==> config.mk <==
export PLATFORM = sky130hd
export DESIGN_NAME = dmb_mode_config
export DESIGN_NICKNAME = d
export VERILOG_FILES = /design/src/design/dmb_pkg.sv /design/src/design/dmb_mode_config.sv /design/src/design/dmb_read_burst_seq.sv
export SDC_FILE = /design/constraint.sdc
export NUM_CORES = 1
export LEC_CHECK = 0
export ABC_AREA = 1
export BUFFER_PORTS_ARGS = -buffer_cell sky130_fd_sc_hd__buf_2
export CAP_MARGIN = 20
export CORE_ASPECT_RATIO = 0.75
export CORE_MARGIN = 5
export CORE_UTILIZATION = 50
export CTS_BUF_LIST = sky130_fd_sc_hd__clkbuf_16
export DETAILED_ROUTE_END_ITERATION = 6
export GPL_TIMING_DRIVEN = 0
export MAX_ROUTING_LAYER = met4
export PLACE_DENSITY = 0.79
export SYNTH_ARGS = -nofsm -noshare
export SYNTH_HDL_FRONTEND = slang
export SYNTH_SLANG_ARGS = --single-unit
==> constraint.sdc <==
create_clock -name ref_clk -period 1.6 [get_ports ref_clk]
set_input_delay 0.32 -clock ref_clk [delete_from_list [all_inputs] [get_ports ref_clk]]
set_output_delay 0.32 -clock ref_clk [all_outputs]
set_load 0.1 [all_outputs]
==> src/design/dmb_pkg.sv <==
// Constants shared by the mode register and burst configuration block.
// Assumes a single 20 MHz clock domain; every count below is in its cycles.
package dmb_pkg;

   // -----------------------------------------------------------------
   // Command codes presented by the controller front end
   // -----------------------------------------------------------------
   typedef enum logic [2:0] {
      CMD_NOP = 3'h0,
      CMD_MODE_REG_WRITE = 3'h1,
      CMD_MODE_REG_READ = 3'h2,
      CMD_ZQ_CAL_BEGIN = 3'h3,
      CMD_ZQ_CAL_APPLY = 3'h4,
      CMD_READ = 3'h5,
      CMD_WRITE = 3'h6
   } dmb_cmd_e;

   // -----------------------------------------------------------------
   // Mode register addresses
   // -----------------------------------------------------------------
   localparam logic [5:0] MA_STATUS = 6'h00;
   localparam logic [5:0] MA_BURST_PREAMBLE = 6'h01;
   localparam logic [5:0] MA_SETPOINT = 6'h0d;

   // -----------------------------------------------------------------
   // Field positions
   // -----------------------------------------------------------------
   localparam int STS_TERM_BIT = 7;
   localparam int STS_ZQ_LSB = 3;
   localparam int CFG_BL_LSB = 0;
   localparam int CFG_WR_PRE_BIT = 2;
   localparam int CFG_RD_PRE_BIT = 3;
   localparam int CFG_NWR_LSB = 4;
   localparam int CFG_READ_POSTAMBLE_LEN_BIT = 7;
   localparam int SP_WRITE_BIT = 6;
   localparam int SP_OPERATE_BIT = 7;

   // -----------------------------------------------------------------
   // Reset values and encodings
   // -----------------------------------------------------------------
   localparam logic [7:0] CFG_RESET = 8'h04;
   localparam logic [1:0] BL_FIXED16 = 2'h0;
   localparam logic [1:0] BL_FIXED32 = 2'h1;
   localparam logic [1:0] BL_ON_THE_FLY = 2'h2;
   localparam logic [1:0] ZQ_NONE = 2'h0;
   localparam logic [1:0] ZQ_DEFAULT_CAL = 2'h1;
   localparam logic [1:0] ZQ_OPEN_OR_SHORT = 2'h2;
   localparam logic [1:0] ZQ_RES_FOUND = 2'h3;

   // -----------------------------------------------------------------
   // Write recovery counts, indexed by the three-bit code
   // -----------------------------------------------------------------
   localparam logic [5:0] NWR_C0 = 6'h06;
   localparam logic [5:0] NWR_C1 = 6'h0a;
   localparam logic [5:0] NWR_C2 = 6'h10;
   localparam logic [5:0] NWR_C3 = 6'h14;
   localparam logic [5:0] NWR_C4 = 6'h18;
   localparam logic [5:0] NWR_C5 = 6'h1e;
   localparam logic [5:0] NWR_C6 = 6'h22;
   localparam logic [5:0] NWR_C7 = 6'h28;

   // -----------------------------------------------------------------
   // Timing
   // -----------------------------------------------------------------
   localparam int CLK_PERIOD_NS = 50;
   localparam int ZQ_APPLY_WAIT_NS = 30;
   localparam int ZQ_APPLY_RAW = (ZQ_APPLY_WAIT_NS + CLK_PERIOD_NS - 1) / CLK_PERIOD_NS;
   localparam int ZQ_APPLY_CYC = (ZQ_APPLY_RAW < 1) ? 1 : ZQ_APPLY_RAW;
   localparam int BURST16_LAST = 15;
   localparam int BURST32_LAST = 31;

endpackage

==> src/design/dmb_mode_config.sv <==
// Mode register bank: calibration self-test status, termination indicator,
// double-copy burst/preamble/recovery/postamble configuration, read order.
// Assumes commands come from a decoder on ref_clk; pad levels are async.
`timescale 1ns/1ps
`default_nettype none

module dmb_mode_config (
   input wire logic ref_clk,
   input wire logic rst,
   input wire logic cmd_valid,
   input wire logic [2:0] cmd_code,
   input wire logic [5:0] cmd_ma,
   input wire logic [7:0] cmd_op,
   input wire logic cmd_bl32,
   input wire logic cmd_ap,
   input wire logic [2:0] cmd_col,
   input wire logic wr_burst_end,
   input wire logic zq_tied_vssq,
   input wire logic [1:0] zq_detect,
   input wire logic ca_term_pad,
   output logic mrr_valid_q,
   output logic [7:0] mrr_data_q,
   output logic wr_preamble_2tck_q,
   output logic rd_preamble_toggle_q,
   output logic rd_postamble_long_q,
   output logic [5:0] write_recovery_cycles_q,
   output logic precharge_start_q,
   output logic driver_factory_trim_q,
   output logic zq_code_update_q,
   output logic zq_result_valid_q,
   output logic rd_word_valid_q,
   output logic [4:0] rd_word_addr_q,
   output logic rd_word_last_q
);

   // -----------------------------------------------------------------
   // Decoding helpers
   // -----------------------------------------------------------------
   // Write recovery code to clock count
   function automatic logic [5:0] nwr_count(input logic [2:0] code);
      case (code)
         3'h0: nwr_count = dmb_pkg::NWR_C0;
         3'h1: nwr_count = dmb_pkg::NWR_C1;
         3'h2: nwr_count = dmb_pkg::NWR_C2;
         3'h3: nwr_count = dmb_pkg::NWR_C3;
         3'h4: nwr_count = dmb_pkg::NWR_C4;
         3'h5: nwr_count = dmb_pkg::NWR_C5;
         3'h6: nwr_count = dmb_pkg::NWR_C6;
         default: nwr_count = dmb_pkg::NWR_C7;
      endcase
   endfunction

   // True when a command of the given kind is presented this cycle
   function automatic logic is_cmd(input logic v, input logic [2:0] c, input dmb_pkg::dmb_cmd_e k);
      is_cmd = v && (c == k);
   endfunction

   // -----------------------------------------------------------------
   // Pad synchronisers
   // -----------------------------------------------------------------
   logic [3:0] pad_meta_q;
   logic [3:0] pad_sync_q;

   // Pads are asynchronous levels; only the second stage is read
   always_ff @(posedge ref_clk) begin
      if (rst) begin
         pad_meta_q <= 4'h0;
         pad_sync_q <= 4'h0;
      end else begin
         pad_meta_q <= {ca_term_pad, zq_tied_vssq, zq_detect};
         pad_sync_q <= pad_meta_q;
      end
   end

   logic term_pad_s;
   logic tied_s;
   logic [1:0] detect_s;
   assign term_pad_s = pad_sync_q[3];
   assign tied_s = pad_sync_q[2];
   assign detect_s = pad_sync_q[1:0];

   // -----------------------------------------------------------------
   // Command decode
   // -----------------------------------------------------------------
   logic do_mrw;
   logic do_mrr;
   logic do_zq_begin;
   logic do_zq_apply;
   logic do_read;
   logic do_write;
   assign do_mrw = is_cmd(cmd_valid, cmd_code, dmb_pkg::CMD_MODE_REG_WRITE);
   assign do_mrr = is_cmd(cmd_valid, cmd_code, dmb_pkg::CMD_MODE_REG_READ);
   assign do_zq_begin = is_cmd(cmd_valid, cmd_code, dmb_pkg::CMD_ZQ_CAL_BEGIN);
   assign do_zq_apply = is_cmd(cmd_valid, cmd_code, dmb_pkg::CMD_ZQ_CAL_APPLY);
   assign do_read = is_cmd(cmd_valid, cmd_code, dmb_pkg::CMD_READ);
   assign do_write = is_cmd(cmd_valid, cmd_code, dmb_pkg::CMD_WRITE);

   // -----------------------------------------------------------------
   // Set-point selects and the two configuration copies
   // -----------------------------------------------------------------
   logic sp_write_q;
   logic sp_operate_q;
   logic [7:0] cfg_copy_q [2];

   // Set-point register write
   always_ff @(posedge ref_clk) begin
      if (rst) begin
         sp_write_q <= 1'b0;
         sp_operate_q <= 1'b0;
      end else if (do_mrw && cmd_ma == dmb_pkg::MA_SETPOINT) begin
         sp_write_q <= cmd_op[dmb_pkg::SP_WRITE_BIT];
         sp_operate_q <= cmd_op[dmb_pkg::SP_OPERATE_BIT];
      end
   end

   // Only the write-selected copy changes; the other may be active
   always_ff @(posedge ref_clk) begin
      if (rst) begin
         cfg_copy_q[0] <= dmb_pkg::CFG_RESET;
         cfg_copy_q[1] <= dmb_pkg::CFG_RESET;
      end else if (do_mrw && cmd_ma == dmb_pkg::MA_BURST_PREAMBLE) begin
         cfg_copy_q[sp_write_q] <= cmd_op;
      end
   end

   // Active copy feeds all operating decisions
   logic [7:0] cfg_act;
   assign cfg_act = cfg_copy_q[sp_operate_q];

   // Registered operating controls; the reserved write preamble code
   // is not trapped, the controller must avoid it
   always_ff @(posedge ref_clk) begin
      if (rst) begin
         wr_preamble_2tck_q <= dmb_pkg::CFG_RESET[dmb_pkg::CFG_WR_PRE_BIT];
         rd_preamble_toggle_q <= 1'b0;
         rd_postamble_long_q <= 1'b0;
         write_recovery_cycles_q <= dmb_pkg::NWR_C0;
      end else begin
         wr_preamble_2tck_q <= cfg_act[dmb_pkg::CFG_WR_PRE_BIT];
         rd_preamble_toggle_q <= cfg_act[dmb_pkg::CFG_RD_PRE_BIT];
         rd_postamble_long_q <= cfg_act[dmb_pkg::CFG_READ_POSTAMBLE_LEN_BIT];
         write_recovery_cycles_q <= nwr_count(cfg_act[dmb_pkg::CFG_NWR_LSB +: 3]);
      end
   end

   // -----------------------------------------------------------------
   // Calibration self-test sequence
   // -----------------------------------------------------------------
   typedef enum logic [1:0] {
      ZQ_IDLE = 2'b00,
      ZQ_BEGUN = 2'b01,
      ZQ_WAIT = 2'b10,
      ZQ_DONE = 2'b11
   } dmb_zq_e;

   localparam int ZQW = $clog2(dmb_pkg::ZQ_APPLY_CYC + 1);

   dmb_zq_e zq_state_q;
   logic [ZQW-1:0] zq_cnt_q;
   logic [1:0] zq_result_q;
   logic zq_error_q;
   logic [1:0] zq_code;

   // Tied pin forces default-calibration code; otherwise the detector speaks
   assign zq_code = tied_s ? dmb_pkg::ZQ_DEFAULT_CAL : detect_s;

   // Reset drops the result, so it must be rebuilt by a new sequence
   always_ff @(posedge ref_clk) begin
      if (rst) begin
         zq_state_q <= ZQ_IDLE;
         zq_cnt_q <= '0;
         zq_result_q <= dmb_pkg::ZQ_NONE;
         zq_result_valid_q <= 1'b0;
         zq_error_q <= 1'b0;
         zq_code_update_q <= 1'b0;
      end else begin
         zq_code_update_q <= 1'b0;
         case (zq_state_q)
            ZQ_IDLE, ZQ_DONE: begin
               if (do_zq_begin && !zq_error_q) begin
                  zq_state_q <= ZQ_BEGUN;
               end
            end
            ZQ_BEGUN: begin
               if (do_zq_apply && !zq_error_q) begin
                  zq_state_q <= ZQ_WAIT;
                  zq_cnt_q <= ZQW'(dmb_pkg::ZQ_APPLY_CYC);
               end
            end
            default: begin
               if (zq_cnt_q > ZQW'(1)) begin
                  zq_cnt_q <= zq_cnt_q - ZQW'(1);
               end else begin
                  // Apply wait over: result becomes trustworthy
                  zq_state_q <= ZQ_DONE;
                  zq_cnt_q <= '0;
                  zq_result_q <= zq_code;
                  zq_result_valid_q <= 1'b1;
                  if (!tied_s && (zq_code == dmb_pkg::ZQ_DEFAULT_CAL || zq_code == dmb_pkg::ZQ_OPEN_OR_SHORT)) begin
                     zq_error_q <= 1'b1;
                  end else begin
                     zq_code_update_q <= 1'b1;
                  end
               end
            end
         endcase
      end
   end

   // Factory trim whenever the last result flagged a suspect pin
   always_ff @(posedge ref_clk) begin
      if (rst) begin
         driver_factory_trim_q <= 1'b0;
      end else begin
         driver_factory_trim_q <= zq_error_q;
      end
   end

   // -----------------------------------------------------------------
   // Mode register read answers
   // -----------------------------------------------------------------
   logic [7:0] status_word;
   always_comb begin
      status_word = 8'h00;
      status_word[dmb_pkg::STS_TERM_BIT] = term_pad_s;
      status_word[dmb_pkg::STS_ZQ_LSB +: 2] = zq_result_valid_q ? zq_result_q : dmb_pkg::ZQ_NONE;
   end

   // One-cycle answer after the read; unmapped addresses read zero
   always_ff @(posedge ref_clk) begin
      if (rst) begin
         mrr_valid_q <= 1'b0;
         mrr_data_q <= 8'h00;
      end else begin
         mrr_valid_q <= do_mrr;
         if (do_mrr) begin
            if (cmd_ma == dmb_pkg::MA_STATUS) begin
               mrr_data_q <= status_word;
            end else if (cmd_ma == dmb_pkg::MA_BURST_PREAMBLE) begin
               mrr_data_q <= cfg_copy_q[sp_write_q];
            end else if (cmd_ma == dmb_pkg::MA_SETPOINT) begin
               mrr_data_q <= {sp_operate_q, sp_write_q, 6'h00};
            end else begin
               mrr_data_q <= 8'h00;
            end
         end
      end
   end

   // -----------------------------------------------------------------
   // Write with auto-precharge: recovery countdown
   // -----------------------------------------------------------------
   logic ap_pending_q;
   logic [5:0] wr_cnt_q;
   logic wr_cnt_run_q;

   // Count starts when the burst ends; a new AP write while counting is
   // queued only once, a trade for a single counter
   always_ff @(posedge ref_clk) begin
      if (rst) begin
         ap_pending_q <= 1'b0;
         wr_cnt_q <= 6'h00;
         wr_cnt_run_q <= 1'b0;
         precharge_start_q <= 1'b0;
      end else begin
         precharge_start_q <= 1'b0;
         if (wr_burst_end && ap_pending_q && !wr_cnt_run_q) begin
            ap_pending_q <= do_write && cmd_ap;
            wr_cnt_q <= write_recovery_cycles_q;
            wr_cnt_run_q <= 1'b1;
         end else if (do_write && cmd_ap) begin
            ap_pending_q <= 1'b1;
         end
         if (wr_cnt_run_q) begin
            if (wr_cnt_q == 6'h01) begin
               wr_cnt_run_q <= 1'b0;
               precharge_start_q <= 1'b1;
            end
            wr_cnt_q <= wr_cnt_q - 6'h01;
         end
      end
   end

   // -----------------------------------------------------------------
   // Read burst length and word order
   // -----------------------------------------------------------------
   logic [1:0] bl_code;
   logic rd_len32;
   assign bl_code = cfg_act[dmb_pkg::CFG_BL_LSB +: 2];

   // Fixed 32, on-the-fly from the command, otherwise 16
   always_comb begin
      if (bl_code == dmb_pkg::BL_FIXED32) begin
         rd_len32 = 1'b1;
      end else if (bl_code == dmb_pkg::BL_ON_THE_FLY) begin
         rd_len32 = cmd_bl32;
      end else begin
         rd_len32 = 1'b0;
      end
   end

   dmb_read_burst_seq u_seq (
      .ref_clk(ref_clk),
      .rst(rst),
      .start(do_read),
      .len32(rd_len32),
      .col(cmd_col),
      .word_valid_q(rd_word_valid_q),
      .word_addr_q(rd_word_addr_q),
      .word_last_q(rd_word_last_q)
   );

endmodule

`default_nettype wire

==> src/design/dmb_read_burst_seq.sv <==
// Read burst word order generator: one word address per clock.
// Assumes start is a one-cycle pulse from logic on the same clock.
`timescale 1ns/1ps
`default_nettype none

module dmb_read_burst_seq (
   input wire logic ref_clk,
   input wire logic rst,
   input wire logic start,
   input wire logic len32,
   input wire logic [2:0] col,
   output logic word_valid_q,
   output logic [4:0] word_addr_q,
   output logic word_last_q
);

   // -----------------------------------------------------------------
   // Order function
   // -----------------------------------------------------------------
   // Rotates inside a 16-word half; a 32-word burst then continues in the other half
   function automatic logic [4:0] seq_addr(input logic [2:0] c, input logic l32, input logic [4:0] k);
      logic [3:0] lo;
      lo = {c[1:0], 2'h0} + k[3:0];
      seq_addr = {l32 & (c[2] ^ k[4]), lo};
   endfunction

   logic [4:0] k_q;
   logic [2:0] col_q;
   logic len_q;

   // -----------------------------------------------------------------
   // Sequencer
   // -----------------------------------------------------------------
   // A start during a running burst is dropped; the caller does not hold it back
   always_ff @(posedge ref_clk) begin
      if (rst) begin
         word_valid_q <= 1'b0;
         word_addr_q <= 5'h00;
         word_last_q <= 1'b0;
         k_q <= 5'h00;
         col_q <= 3'h0;
         len_q <= 1'b0;
      end else if (start && !word_valid_q) begin
         word_valid_q <= 1'b1;
         word_addr_q <= seq_addr(col, len32, 5'h00);
         word_last_q <= 1'b0;
         k_q <= 5'h01;
         col_q <= col;
         len_q <= len32;
      end else if (word_valid_q) begin
         if (word_last_q) begin
            word_valid_q <= 1'b0;
            word_last_q <= 1'b0;
         end else begin
            word_addr_q <= seq_addr(col_q, len_q, k_q);
            word_last_q <= (k_q == (len_q ? 5'(dmb_pkg::BURST32_LAST) : 5'(dmb_pkg::BURST16_LAST)));
            k_q <= k_q + 5'h01;
         end
      end
   end

endmodule

`default_nettype wire

; ---- After elaboration in Yosys (flattened, before gate mapping)
; Memory sizes are Yosys's and may differ from the RTL's. A register that Yosys moved wholly into a read port is not among the register bits.
; Cells that the tools add are included.
[word_totals]
regBits = 62
latchBits = 0
mem_bits_rw = 16
mem_bits_ro = 0
output_inout_bits = 29
word_cells = 154
mem_count = 1
[op_classes]
add_sub_neg = 4
multipliers = 0
div = 0
order_cmp = 1
n_eq_ne = 26
n_shift = 0
n_mux = 47
bitwise = 8
reduce_logical = 38
[memory_table]
columns = name, words, width, rd, rd_ports_with_merged_regs, wr, line_no
row1 = cfg_copy_q, 2, 8, 2, 2, 2, dmb_mode_config.sv:103  ; logic [7:0] cfg_copy_q [2];
[ops]
columns = operator, n
row1 = case mux 6 bit (7 select lines), 1
row2 = two-way mux 8 bit, 4
row3 = two-way mux 1 bit, 29
row4 = two-way mux 5 bit, 4
row5 = == test 3 bit (second input constant), 6
row6 = logical AND 1 bit, 15
row7 = == test 3 x 2 -> 1 bit (second input constant), 4
row8 = == test 6 x 1 -> 1 bit (second input constant), 2
row9 = two-way mux 6 bit, 2
row10 = two-way mux 2 bit, 5
row11 = AND reduction 2 bit, 4
row12 = OR reduction 8 bit, 1
row13 = == test 2 x 1 -> 1 bit (second input constant), 3
row14 = == test 2 bit (second input constant), 3
row15 = == test 3 x 1 -> 1 bit (second input constant), 2
row16 = == test 6 x 4 -> 1 bit (second input constant), 1
row17 = logical NOT 6 bit, 1
row18 = inequality test 2 bit (second input constant), 3
row19 = AND reduction 3 bit, 2
row20 = nonzero test 2 bit, 3
row21 = OR reduction 2 bit, 3
row22 = subtractor 6 x 1 -> 6 bit (second input constant), 1
row23 = adder 5 x 1 -> 5 bit (second input constant), 1
row24 = == test 5 bit, 1
row25 = 15 further kinds, 23

; ---- Depth between registers and ports, before layout
; Gate-level depths: netlist of the first run.
[logic_depth]
ltp_word = 8
mapped_depth = 9
mapped_depth_nobuf = 9

; ---- Modules after synthesis
; From an unflattened synthesis of the first run, not the netlist that was laid out.
[unflattened]
hier_cells = 451
area_unflattened_um2 = 3492.1
[modules_own_cells]
columns = module, n_inst, cells_per_inst, area_per_inst_um2, seq_area_each_um2
row1 = dmb_mode_config, 1, 351, 2748.9, 1401.3
row2 = dmb_read_burst_seq, 1, 100, 743.2, 320.3

; ---- Worst setup path before layout of the first run
; No wires, ideal clock.
[synth_timing]
path_kind = register -> register
from = register u_seq.word_valid_q
to = register u_seq.k_q[3]
setup_ns = 0.071
arrival_time_ns = 1.891
t_required_ns = 1.529
setup_slack_ns = -0.362
path_stages_with_launch = 6
cell_sequence = dfxtp_1 inv_1 nor2_4 nand4_1 or2_2 a21oi_1
[synth_between]
elab_chain_cells = 3
[synth_rtl]
columns = element, line_no
row1 = from (decl), dmb_read_burst_seq.sv:12  ; output logic word_valid_q,
row2 = from (signal assigned), dmb_read_burst_seq.sv:37  ; word_valid_q <= 1'b0;
row3 = from (signal assigned), dmb_read_burst_seq.sv:44  ; word_valid_q <= 1'b1;
row4 = from (signal assigned), dmb_read_burst_seq.sv:52  ; word_valid_q <= 1'b0;
row5 = logical NOT 1 bit, dmb_read_burst_seq.sv:43  ; end else if (start && !word_valid_q) begin
row6 = logical AND 1 bit, dmb_read_burst_seq.sv:43
row7 = OR reduction 2 bit (no line), n/a
row8 = to (signal assigned), dmb_read_burst_seq.sv:57  ; k_q <= k_q + 5'h01;
row9 = to (decl), dmb_read_burst_seq.sv:27  ; logic [4:0] k_q;
; Parallel ways exist; a longest one is shown, timed or not.
; A chain may end at the register's enable or synchronous reset.

; ---- Final worst setup path of the first run
[layout_timing]
from = register zq_result_valid_q
to = output zq_result_valid_q
[layout_lines]
columns = element, line_no
row1 = from (decl), dmb_mode_config.sv:30  ; output logic zq_result_valid_q,
row2 = from (signal assigned), dmb_mode_config.sv:173  ; zq_result_valid_q <= 1'b0;
row3 = from (signal assigned), dmb_mode_config.sv:198  ; zq_result_valid_q <= 1'b1;
; No word-level cell between the ends.

==> results by group, run 1 <==
Logic synthesis
  • Post-Synthesis Net Count: 483
  • Main area contributors after synthesis: dfxtp_1 (36%), edfxtp_1 (14%), nand2_1 (11%)
  • Yosys top cell area share: 36.18%
  • Gate count of the mapped netlist: 445
  • Mean post-synth cell area: 7.710 µm²
  • Main synth FF type: dfxtp_1
  • Post-synth EDFFs: 16
  • Post-synthesis sequential area ratio: 50.18%
  • #FFs+latches synth: 78
  • Synthesized area: 3431 µm²
  • Distinct cells, synth: 32
  • Yosys Warn Count: 0
  • Cell taking the most area after synthesis: dfxtp_1
  • Ys async rst share: 0%

Place
  • Routability cong.: 0.8974
  • Detail Placement HPWL: 5.614 mm
  • Placed insts: 586
  • Post-DP Area: 3824 µm²
  • IO buf count: 57

Global routing
  • Grt total ovfl: 0
  • Tot GR Track Use: 19.73%
  • Initial antenna violation count: 0
  • Largest net degree at the start of global routing: 14
  • Vias in the first global route: 2,851
  • First-pass GRT wire length: 12.95 mm

Finish
  • Syn-to-layout area delta: 20.06%
  • Most common cell after layout, fill and taps aside: nand2_1
  • Ant diodes: 0
  • Final nets: 551
  • Most frequent cells in the layout: nand2_1 (98), nor2_1 (69), inv_1 (66)
  • Fillers: 574
  • Design Area, Final: 4119 µm²
  • Final cell count without fillers: 602
  • Layout cell share with drive strength beyond 1: 17.37%

Pwr
  • Cell Pwr Density: 1142 nW/µm²
  • Max VDD drop: 0.5077 mV
  • P_leak: 1.946 nW
  • Total power: 0.004703 W

Timing
  • Peak Freq: 0.6760 GHz
  • Slew @ Worst Pin: 0.5794 ns
  • Hold WS: 0.1869 ns
  • Worst Clk Skew: 0.009403 ns
  • Setup violations, final: 0
  • Min cycle time layout: 1.479 ns
  • Slew Limit Fails: 0
  • Hold Fails Final Rpt: 0
  • RSZ-0062 raised after global routing: no
  • Ratio of final minimum period to clock period: 92.46%
  • Relative slew margins: 61.37%

Worst setup path
  • Critical path peak fanout: 4
  • Critical Path RT: 1.28 ns
  • CP peak stage delay: 0.45 ns
  • Endpoint type of the worst setup path: output port
  • CP Buf/Inv Count: 1
  • CP Cell Sequence: buf_2
  • Crit Path Category: register to output port
  • CP delay by family, top: buffers and inverters
  • Critical path depth in cells: 1
  • CP max-delay cell: buf_2
  • Critical path launch point type: register
  • Worst r2r path cells: 6
  • Worst Path Arrival: 1.16 ns

Worst hold path
  • Min-Delay Path Class: input pin to register
  • Hold depth: 3

Outcome
  • Status: complete, no violations

Clock tree
  • CTS tree: done
  • Clk Tree Root Cell: clkbuf_16
  • Clock Path Buffers: 2
  • CTS Sinks: 78
  • Num CTS Buffers: 9
  • Htree depth: 3
  • Clock-pin slew on the worst setup and hold paths: 0.06 ns
  • Clk_lat worst skew: 0.34 ns

Routing
  • DRT iter0 DRCs: 126
  • DR vias: 2,983
  • WL/cell: 12.61 µm
  • Vias per std cell: 4.955
  • DRC violations left: 0
  • Post-Route WL: 7.594 mm
  • Routed Antenna Nets: 0
  • First-pass DRT Iterations: 5

Floorplan
  • Die footprint: 8635 µm²
  • Placeable Area: 6734 µm²
  • Starting Density: 50.95%
  • Die width: 105.7 µm
  • Std-Cell Rows: 26
  • Ports: 59
  • Die height: 81.74 µm

Job
  • Max-cap violations: 0
report_power, final:
group | total [W] | leakage [nW] | switching (W) | internal, W
registers | 0.00216 | 0.668 | 0.0000596 | 0.00210
logic | 0.000677 | 1.13 | 0.000509 | 0.000169
clock network | 0.00187 | 0.145 | 0.000749 | 0.00112
total | 0.00470 | 1.95 | 0.00132 | 0.00339
logic make-up (layout without fill, tap and decap cells):
logic type	count (synthesis)	count (layout)	share of synthesized area (%)
other	1	1	0.1093
AOI/OAI and AO/OA	55	55	8.352
DFF	78	78	50.18
and+or+nand+nor	221	221	28.19
adders and majority gates	8	8	2.918
xor gates and xnor gates	7	7	1.787
buffers and inverters	75	148	8.461
per-stage QoR:
step	worst slack (ns)	util (%)	setup TNS, ns
after floorplan	0.01546	-	0
after global placement	-0.3922	56.78	-5.935
after detailed placement	-0.4350	56.78	-6.588
after CTS	0.03553	61.00	0
after global routing	0.04054	61.17	0
final	0.1207	61.17	0
final cells by class:
| type | count | area (µm²) | share of cell area [%] |
|---|---|---|---|
| Multi-Input combinational cell | 292 | 1434 | 34.81 |
| Clock buffer | 10 | 250.2 | 6.075 |
| Clock inverter | 6 | 28.78 | 0.6987 |
| Tap cell | 84 | 105.1 | 2.552 |
| Timing Repair Buffer | 57 | 285.3 | 6.926 |
| Buffer | 8 | 37.54 | 0.9113 |
| Sequential cell | 78 | 1724 | 41.86 |
| Inverter | 67 | 254.0 | 6.166 |
registers in the layout, indices dropped and copies added (netlist names), 3 cells and up, named ones only:
name                     flops
cfg_copy_q                  16
mrr_data_q                   8
pad_meta_q                   4
pad_sync_q                   4
u_seq.col_q                  3
u_seq.k_q                    5
u_seq.word_addr_q            5
wr_cnt_q                     6
write_recovery_cycles_q      5
timing repair:
| item | in CTS | in global routing |
|---|---|---|
| hold buffers | 0 | 0 |
| setup buffers | 0 | 0 |
| endpoints found under the setup margin | 16 | 16 |
| resized for setup | 2 | 4 |
| pin swaps | 0 | 1 |
path summary, 6_finish.rpt:
kind                      from                    endpoint  slack [ns]
max          zq_result_valid_q           zq_result_valid_q        0.12
max reg2reg           register  write_recovery_cycles_q[4]        0.24
min                ca_term_pad               pad_meta_q[3]        0.19
min reg2reg      pad_meta_q[0]               pad_sync_q[0]        0.40
metal layers:
layer,vias up,global-route usage [%],share of wire [%]
met5,-,-,0
met4,0,7.503,1.9
met3,16,5.970,6.6
met2,93,30.98,44
met1,1335,24.31,47
li1,1539,-,-
synthesized netlist by cell type, types with 4 or more instances:
master	instances
nand2_1	100
nor2_1	69
inv_1	64
dfxtp_1	62
o21ai_0	26
nand3_1	25
a21oi_1	24
edfxtp_1	16
ha_1	8
nand4_1	7
nor3_1	5
xor2_1	4
worst register-to-register path, delay by kind of cell, from the launching register on:
kind / cells / cell delay [ns]
DFF: 1 / 0.34
and+or+nand+nor: 4 / 0.53
buffers and inverters: 1 / 0.19
AOI/OAI and AO/OA: 1 / 0.17
Note: power is estimated with default switching activity, not from simulation.
==> inputs of run 2 (changes only) <==
--- a/config.mk
+++ b/config.mk
@@ -10,12 +10,12 @@
 export CAP_MARGIN = 20
 export CORE_ASPECT_RATIO = 0.75
 export CORE_MARGIN = 5
-export CORE_UTILIZATION = 50
-export CTS_BUF_LIST = sky130_fd_sc_hd__clkbuf_16
+export CORE_UTILIZATION = 60
+export CTS_BUF_LIST = sky130_fd_sc_hd__clkbuf_4 sky130_fd_sc_hd__clkbuf_8
 export DETAILED_ROUTE_END_ITERATION = 6
 export GPL_TIMING_DRIVEN = 0
 export MAX_ROUTING_LAYER = met4
-export PLACE_DENSITY = 0.79
+export PLACE_DENSITY = 0.89
 export SYNTH_ARGS = -nofsm -noshare
 export SYNTH_HDL_FRONTEND = slang
 export SYNTH_SLANG_ARGS = --single-unit
==> constraint.sdc (replaced) <==
create_clock -name ref_clk -period 1.8 [get_ports ref_clk]
set_input_delay 0.36 -clock ref_clk [delete_from_list [all_inputs] [get_ports ref_clk]]
set_output_delay 0.36 -clock ref_clk [all_outputs]
set_load 0.1 [all_outputs]
==> results by group, run 2 (synthesis gave the netlist of run 1 again) <==
Timing
  • Hold WS: 0.2068 ns (+0.01990 ns)
  • Worst Clk Skew: 0.009632 ns (+0.0002292 ns)
  • Setup violations, final: 0 (unchanged)
  • Ratio of final minimum period to clock period: 93.29%
  • Slew @ Worst Pin: 0.6220 ns (+0.04264 ns)
  • Min cycle time layout: 1.679 ns
  • Relative slew margins: 58.53% (-2.8 points)
  • RSZ-0062 raised after global routing: no
  • Hold Fails Final Rpt: 0 (unchanged)
  • Peak Freq: 0.5955 GHz
  • Slew Limit Fails: 0 (unchanged)

Floorplan
  • Ports: 59 (unchanged)
  • Die height: 75.49 µm (-7.6%)
  • Placeable Area: 5439 µm² (-19%)
  • Starting Density: 63.08% (+12 points)
  • Die width: 97.32 µm (-7.9%)
  • Die footprint: 7346 µm² (-15%)
  • Std-Cell Rows: 23 (-12%)

Worst hold path
  • Min-Delay Path Class: input pin to register
  • Hold path start: ca_term_pad
  • WHS Endpoint: pad_meta_q[3]
  • Hold depth: 3 (unchanged)

Clock tree
  • Clk_lat worst skew: 0.35 ns (about the same)
  • CTS tree: done
  • Clock Path Buffers: 2 (unchanged)
  • Htree depth: 3 (unchanged)
  • Clock-pin slew on the worst setup and hold paths: 0.07 ns (about the same)
  • Post-cts resize count: 0 (-2)
  • Setup repair bufs after CTS: 0 (unchanged)
  • CTS Sinks: 78 (unchanged)
  • Cts hold-fix bufs: 0 (unchanged)
  • Clk Tree Root Cell: clkbuf_8
  • Num CTS Buffers: 9 (unchanged)

Worst setup path
  • Endpoint type of the worst setup path: register
  • Setup slack, reg-to-reg: 0.36 ns (+0.12 ns)
  • Critical Path RT: 1.81 ns (+0.53 ns)
  • Critical register-to-register path endpoint: write_recovery_cycles_q[3]
  • Critical path launch point type: input pin
  • Critical path peak fanout: 8 (+4)
  • Crit Path Category: input pin to register
  • CP peak stage delay: 0.38 ns (-0.07 ns)
  • Worst r2r path cells: 5 (-1)
  • Worst Path Arrival: 1.69 ns (+0.53 ns)
  • CP Cell Sequence: buf_2 > inv_1 > nand2_1 > inv_1 > nand3_1 > nor3_4 > nand2_4 > nand2_1
  • Crit. Startpoint: cmd_code[2]
  • CP max-delay cell: nor3_4

Global routing
  • Largest net degree at the start of global routing: 13 (-1)
  • Vias in the first global route: 2,795 (-2.0%)
  • GRT busiest layer: met2
  • Met3 usage: 7.228% (+1.3 points)
  • First-pass GRT wire length: 12.56 mm (-3.0%)
  • Grt total ovfl: 0 (unchanged)
  • Tot GR Track Use: 22.71% (+3.0 points)
  • GR Util met2: 37.84% (+6.9 points)
  • Initial antenna violation count: 0 (unchanged)
  • Global routing usage on met1: 26.49% (+2.2 points)

Routing
  • WL/cell: 13.12 µm (+4.0%)
  • DR vias: 3,082 (+3.3%)
  • Post-Route WL: 7.766 mm (+2.3%)
  • Routed Antenna Nets: 0 (unchanged)
  • Vias per std cell: 5.206 (+5.1%)
  • First-pass DRT Iterations: 5 (unchanged)
  • DRC violations left: 0 (unchanged)
  • DRT iter0 DRCs: 251 (+99%)

Outcome
  • Status: complete, no violations

Pwr
  • Logic pwr share: 15.3% (+0.9 points)
  • Cell Pwr Density: 984.5 nW/µm² (-14%)
  • P_leak: 1.910 nW (-1.9%)
  • Int Power: 0.002855 W (-16%)
  • Sequential share of power: 48.3% (+2.5 points)
  • Max VDD drop: 0.7284 mV (+43%)
  • Clock share of power: 36.5% (-3.3 points)
  • Sw Pwr: 0.001118 W (-15%)
  • Net Sw Frac: 28.14% (+0.14 points)

Finish
  • Layout cell share with drive strength beyond 1: 17.41% (+0.034 points)
  • Biggest regs: cfg_copy_q (16), mrr_data_q (8), wr_cnt_q (6)
  • Final nets: 551 (unchanged)
  • Final Util: 74.19% (+13 points)
  • Most common cell after layout, fill and taps aside: nand2_1
  • Max FFs per register: 16 (unchanged)
  • Ant diodes: 0 (unchanged)
  • Final cell count without fillers: 592 (-1.7%)
  • Fillers: 400 (-30%)
  • Syn-to-layout area delta: 17.61%
  • Most frequent cells in the layout: nand2_1 (99), nor2_1 (69), inv_1 (64)
  • Most flops, register: cfg_copy_q

Job
  • Max-cap violations: 0 (unchanged)

Place
  • Routability cong.: 0.9363 (+4.3%)
  • IO buf count: 57 (unchanged)
  • Placed insts: 577 (-1.5%)
  • Detail Placement HPWL: 5.794 mm (+3.2%)
[run 2: cell count changes in the layout (fill, tap and decap cells not counted), moves of 2 or more]
cell | previous run | this run
bufinv_16 | 0 | 2
clkbuf_16 | 10 | 0
nand2_4 | 4 | 2
clkbuf_8 | 0 | 10
inv_1 | 66 | 64
clkinv_1 | 2 | 0
clkbuf_4 | 0 | 2
[run 2: area by class of cell]
cell class                      count  area, µm²  share of cell area [%]
Sequential cell                    78       1723                   42.70
Inverter                           67      254.0                   6.295
Timing Repair Buffer               57      285.3                   7.070
Tap cell                           75      93.84                   2.326
Clock inverter                      3      68.82                   1.705
Clock buffer                       12      152.6                   3.783
Buffer                              8      36.28                  0.8992
Multi-Input combinational cell    292       1421                   35.22
[run 2: power groups by stage]
stage | clock (W) | sequential (W) | combinational, W
after floorplan | 0 | 0.00215 | 0.000254
after global placement | 0 | 0.00195 | 0.000574
after detailed placement | 0 | 0.00195 | 0.000600
after CTS | 0.00146 | 0.00192 | 0.000607
after global routing | 0.00154 | 0.00192 | 0.000658
final | 0.00145 | 0.00192 | 0.000606
[run 2: stage by stage]
step | total power, W | setup slack [ns] | TNS, ns | instance area, µm²
6_report | 0.003973 | 0.1208 | 0 | 4035
5_1_grt | 0.004119 | 0.01906 | 0 | 4035
4_1_cts | 0.003984 | 0.1264 | 0 | 4033
3_5_place_dp | 0.002554 | -0.2458 | -3.866 | 3811
3_3_place_gp | 0.002524 | -0.2034 | -3.061 | 3811
2_1_floorplan | 0.002406 | 0.1187 | 0 | 3432
[run 2: worst max-delay path, delay by kind of cell]
family	cells	cell delay, ns
and+or+nand+nor	5	1.11
buffers and inverters	3	0.22
[run 2: how the worst max path moves through the flow]
| stage | endpoint | slack, ns | cells past startpoint |
|---|---|---|---|
| global route | cfg_copy_q[0][0] | 0.02 | 8 |
| detailed placement | cfg_copy_q[0][6] | -0.25 | 8 |
| finish | cfg_copy_q[0][5] | 0.12 | 8 |
| CTS | cfg_copy_q[1][5] | 0.13 | 8 |
| global placement | cfg_copy_q[0][6] | -0.20 | 8 |
| floorplan | u_seq.word_addr_q[2] | 0.12 | 6 |
[run 2: metal layers]
layer | up-vias | routed length (µm)
li1 | 1541 | -
met4 | 0 | 104
met2 | 124 | 3712
met3 | 10 | 724
met1 | 1407 | 3225
met5 | - | 0
==> inputs of run 3 (changes only) <==
--- a/config.mk
+++ b/config.mk
@@ -10,12 +10,12 @@
 export CAP_MARGIN = 20
 export CORE_ASPECT_RATIO = 0.75
 export CORE_MARGIN = 5
-export CORE_UTILIZATION = 60
+export CORE_UTILIZATION = 52
 export CTS_BUF_LIST = sky130_fd_sc_hd__clkbuf_4 sky130_fd_sc_hd__clkbuf_8
 export DETAILED_ROUTE_END_ITERATION = 6
 export GPL_TIMING_DRIVEN = 0
 export MAX_ROUTING_LAYER = met4
-export PLACE_DENSITY = 0.89
+export PLACE_DENSITY = 0.82
 export SYNTH_ARGS = -nofsm -noshare
 export SYNTH_HDL_FRONTEND = slang
 export SYNTH_SLANG_ARGS = --single-unit
==> constraint.sdc (replaced) <==
create_clock -name ref_clk -period 1.4 [get_ports ref_clk]
set_input_delay 0.28 -clock ref_clk [delete_from_list [all_inputs] [get_ports ref_clk]]
set_output_delay 0.28 -clock ref_clk [all_outputs]
set_load 0.1 [all_outputs]
==> results by group, run 3 (synthesis gave the netlist of run 1 again) <==
Outcome
  • Status: complete, no violations

Worst setup path
  • CP Cell Sequence: buf_2
  • CP Buf/Inv Count: 1 (-2)
  • CP max-delay cell: buf_2
  • Critical Path RT: 1.12 ns (-0.69 ns)
  • Critical path peak fanout: 2 (-6)
  • Endpoint type of the worst setup path: output port
  • Worst Path Arrival: 1.09 ns (-0.60 ns)
  • Critical path launch point type: register
  • Crit Path Category: register to output port
  • CP delay by family, top: buffers and inverters
  • CP peak stage delay: 0.42 ns (+0.04 ns)

Timing
  • Hold Fails Final Rpt: 0 (unchanged)
  • Ratio of final minimum period to clock period: 97.57%
  • Min cycle time layout: 1.366 ns
  • Peak Freq: 0.7321 GHz
  • Slew Limit Fails: 0 (unchanged)
  • Relative slew margins: 62.76% (+4.2 points)
  • Worst Clk Skew: 0.01319 ns (+0.003557 ns)
  • Slew @ Worst Pin: 0.5587 ns (-0.06336 ns)
  • Setup violations, final: 0 (unchanged)

Pwr
  • Total power: 0.005004 W (+26%)
  • P_leak: 1.930 nW (+1.1%)
  • Max VDD drop: 0.7929 mV (+8.8%)
  • Cell Pwr Density: 1201 nW/µm² (+22%)

Finish
  • Final nets: 552 (+0.18%)
  • Final cell count without fillers: 600 (+1.4%)
  • Layout cell share with drive strength beyond 1: 19.46% (+2.1 points)
  • Most common cell after layout, fill and taps aside: nand2_1
  • Max FFs per register: 16 (unchanged)
  • Syn-to-layout area delta: 21.44%
  • Ant diodes: 0 (unchanged)
  • Most frequent cells in the layout: nand2_1 (98), nor2_1 (68), inv_1 (64)
  • Most flops, register: cfg_copy_q
  • Biggest regs: cfg_copy_q (16), mrr_data_q (8), wr_cnt_q (6)

Clock tree
  • Clock-pin slew on the worst setup and hold paths: 0.07 ns (about the same)
  • CTS tree: done
  • Htree depth: 3 (unchanged)
  • Clk Tree Root Cell: clkbuf_8
  • Cts hold-fix bufs: 0 (unchanged)
  • CTS Sinks: 78 (unchanged)
  • Clock Path Buffers: 2 (unchanged)
  • Num CTS Buffers: 9 (unchanged)
  • Clk_lat worst skew: 0.35 ns (about the same)

Floorplan
  • Die height: 80.35 µm (+6.4%)
  • Die width: 103.8 µm (+6.7%)
  • Placeable Area: 6350 µm² (+17%)
  • Ports: 59 (unchanged)
  • Std-Cell Rows: 25 (+8.7%)
  • Die footprint: 8339 µm² (+14%)
  • Starting Density: 54.03% (-9.0 points)

Global routing
  • Tot GR Track Use: 19.74% (-3.0 points)
  • First-pass GRT wire length: 12.88 mm (+2.5%)
  • Vias in the first global route: 2,765 (-1.1%)
  • Grt total ovfl: 0 (unchanged)
  • Initial antenna violation count: 0 (unchanged)
  • Largest net degree at the start of global routing: 14 (+1)

Place
  • Detail Placement HPWL: 5.791 mm (about the same)
  • Routability cong.: 0.9282 (-0.87%)
  • IO buf count: 57 (unchanged)
  • Placed insts: 583 (+1.0%)

Routing
  • Vias per std cell: 5.038 (-3.2%)
  • WL/cell: 12.72 µm (-3.0%)
  • Post-Route WL: 7.633 mm (-1.7%)
  • DRC violations left: 0 (unchanged)
  • DR vias: 3,023 (-1.9%)
  • Routed Antenna Nets: 0 (unchanged)
  • DRT iter0 DRCs: 215 (-14%)
  • First-pass DRT Iterations: 6 (+1)

Worst hold path
  • Min-Delay Path Class: input pin to register

Job
  • Max-cap violations: 0 (unchanged)
## run 3: cell count changes in the layout (fill, tap and decap cells not counted), moves of 3 or more
cell / delta
o21ai_0: -3
buf_4: +18
dfxtp_1: -3
buf_2: -23
o21ai_1: +3
clkbuf_4: +6
## run 3: final timing paths
kind / cells past startpoint / end / slack (ns) / start
max reg2reg: 6 / mrr_data_q[7] / 0.10 / register
min: 3 / pad_meta_q[2] / 0.14 / zq_tied_vssq
min reg2reg: 2 / pad_sync_q[1] / 0.40 / pad_meta_q[1]
max: 1 / mrr_data_q[5] / 0.03 / mrr_data_q[5]
## run 3: what timing repair did
| action | CTS | global route |
|---|---|---|
| resized for setup | 17 | 17 |
| buffers inserted | 0 | 1 |
| endpoints found under the setup margin | 17 | 35 |
## run 3: area by class of cell
class	instances	area (µm²)
Fill cell	551	2183
Sequential cell	78	1729
Multi-Input combinational cell	292	1484
Timing Repair Buffer	58	347.8
Inverter	67	254.0
Clock buffer	13	166.4
Tap cell	81	101.3
Clock inverter	3	43.79
Buffer	8	40.04
## run 3: metrics by stage
step / setup TNS (ns) / util, % / area, µm² / hold WS, ns / worst slack, ns
after floorplan: -0.1567 / - / 3473 / 0.3870 / -0.009547
after global placement: -7.245 / 60.79 / 3860 / 0.3921 / -0.3120
after global routing: -0.0004383 / 65.62 / 4167 / 0.1261 / -0.0004383
after detailed placement: -8.859 / 60.79 / 3860 / 0.3947 / -0.3399
after CTS: 0 / 64.77 / 4113 / 0.1261 / 0.0008362
final: 0 / 65.62 / 4167 / 0.1418 / 0.03401
## run 3: per-layer routing
| metal | track usage (%) | up-vias | part of all wire, % |
|---|---|---|---|
| met5 | - | - | 0 |
| met4 | 4.787 | 0 | 0.79 |
| met3 | 6.908 | 8 | 7.8 |
| met2 | 30.79 | 108 | 46 |
| met1 | 24.86 | 1361 | 45 |
| li1 | - | 1546 | - |
## run 3: power by group
group	switching (W)	total, W	internal [W]
Clock	0.000776	0.00174	0.000963
Combinational	0.000588	0.000800	0.000212
Sequential	0.0000721	0.00247	0.00239
Total	0.00144	0.00500	0.00357
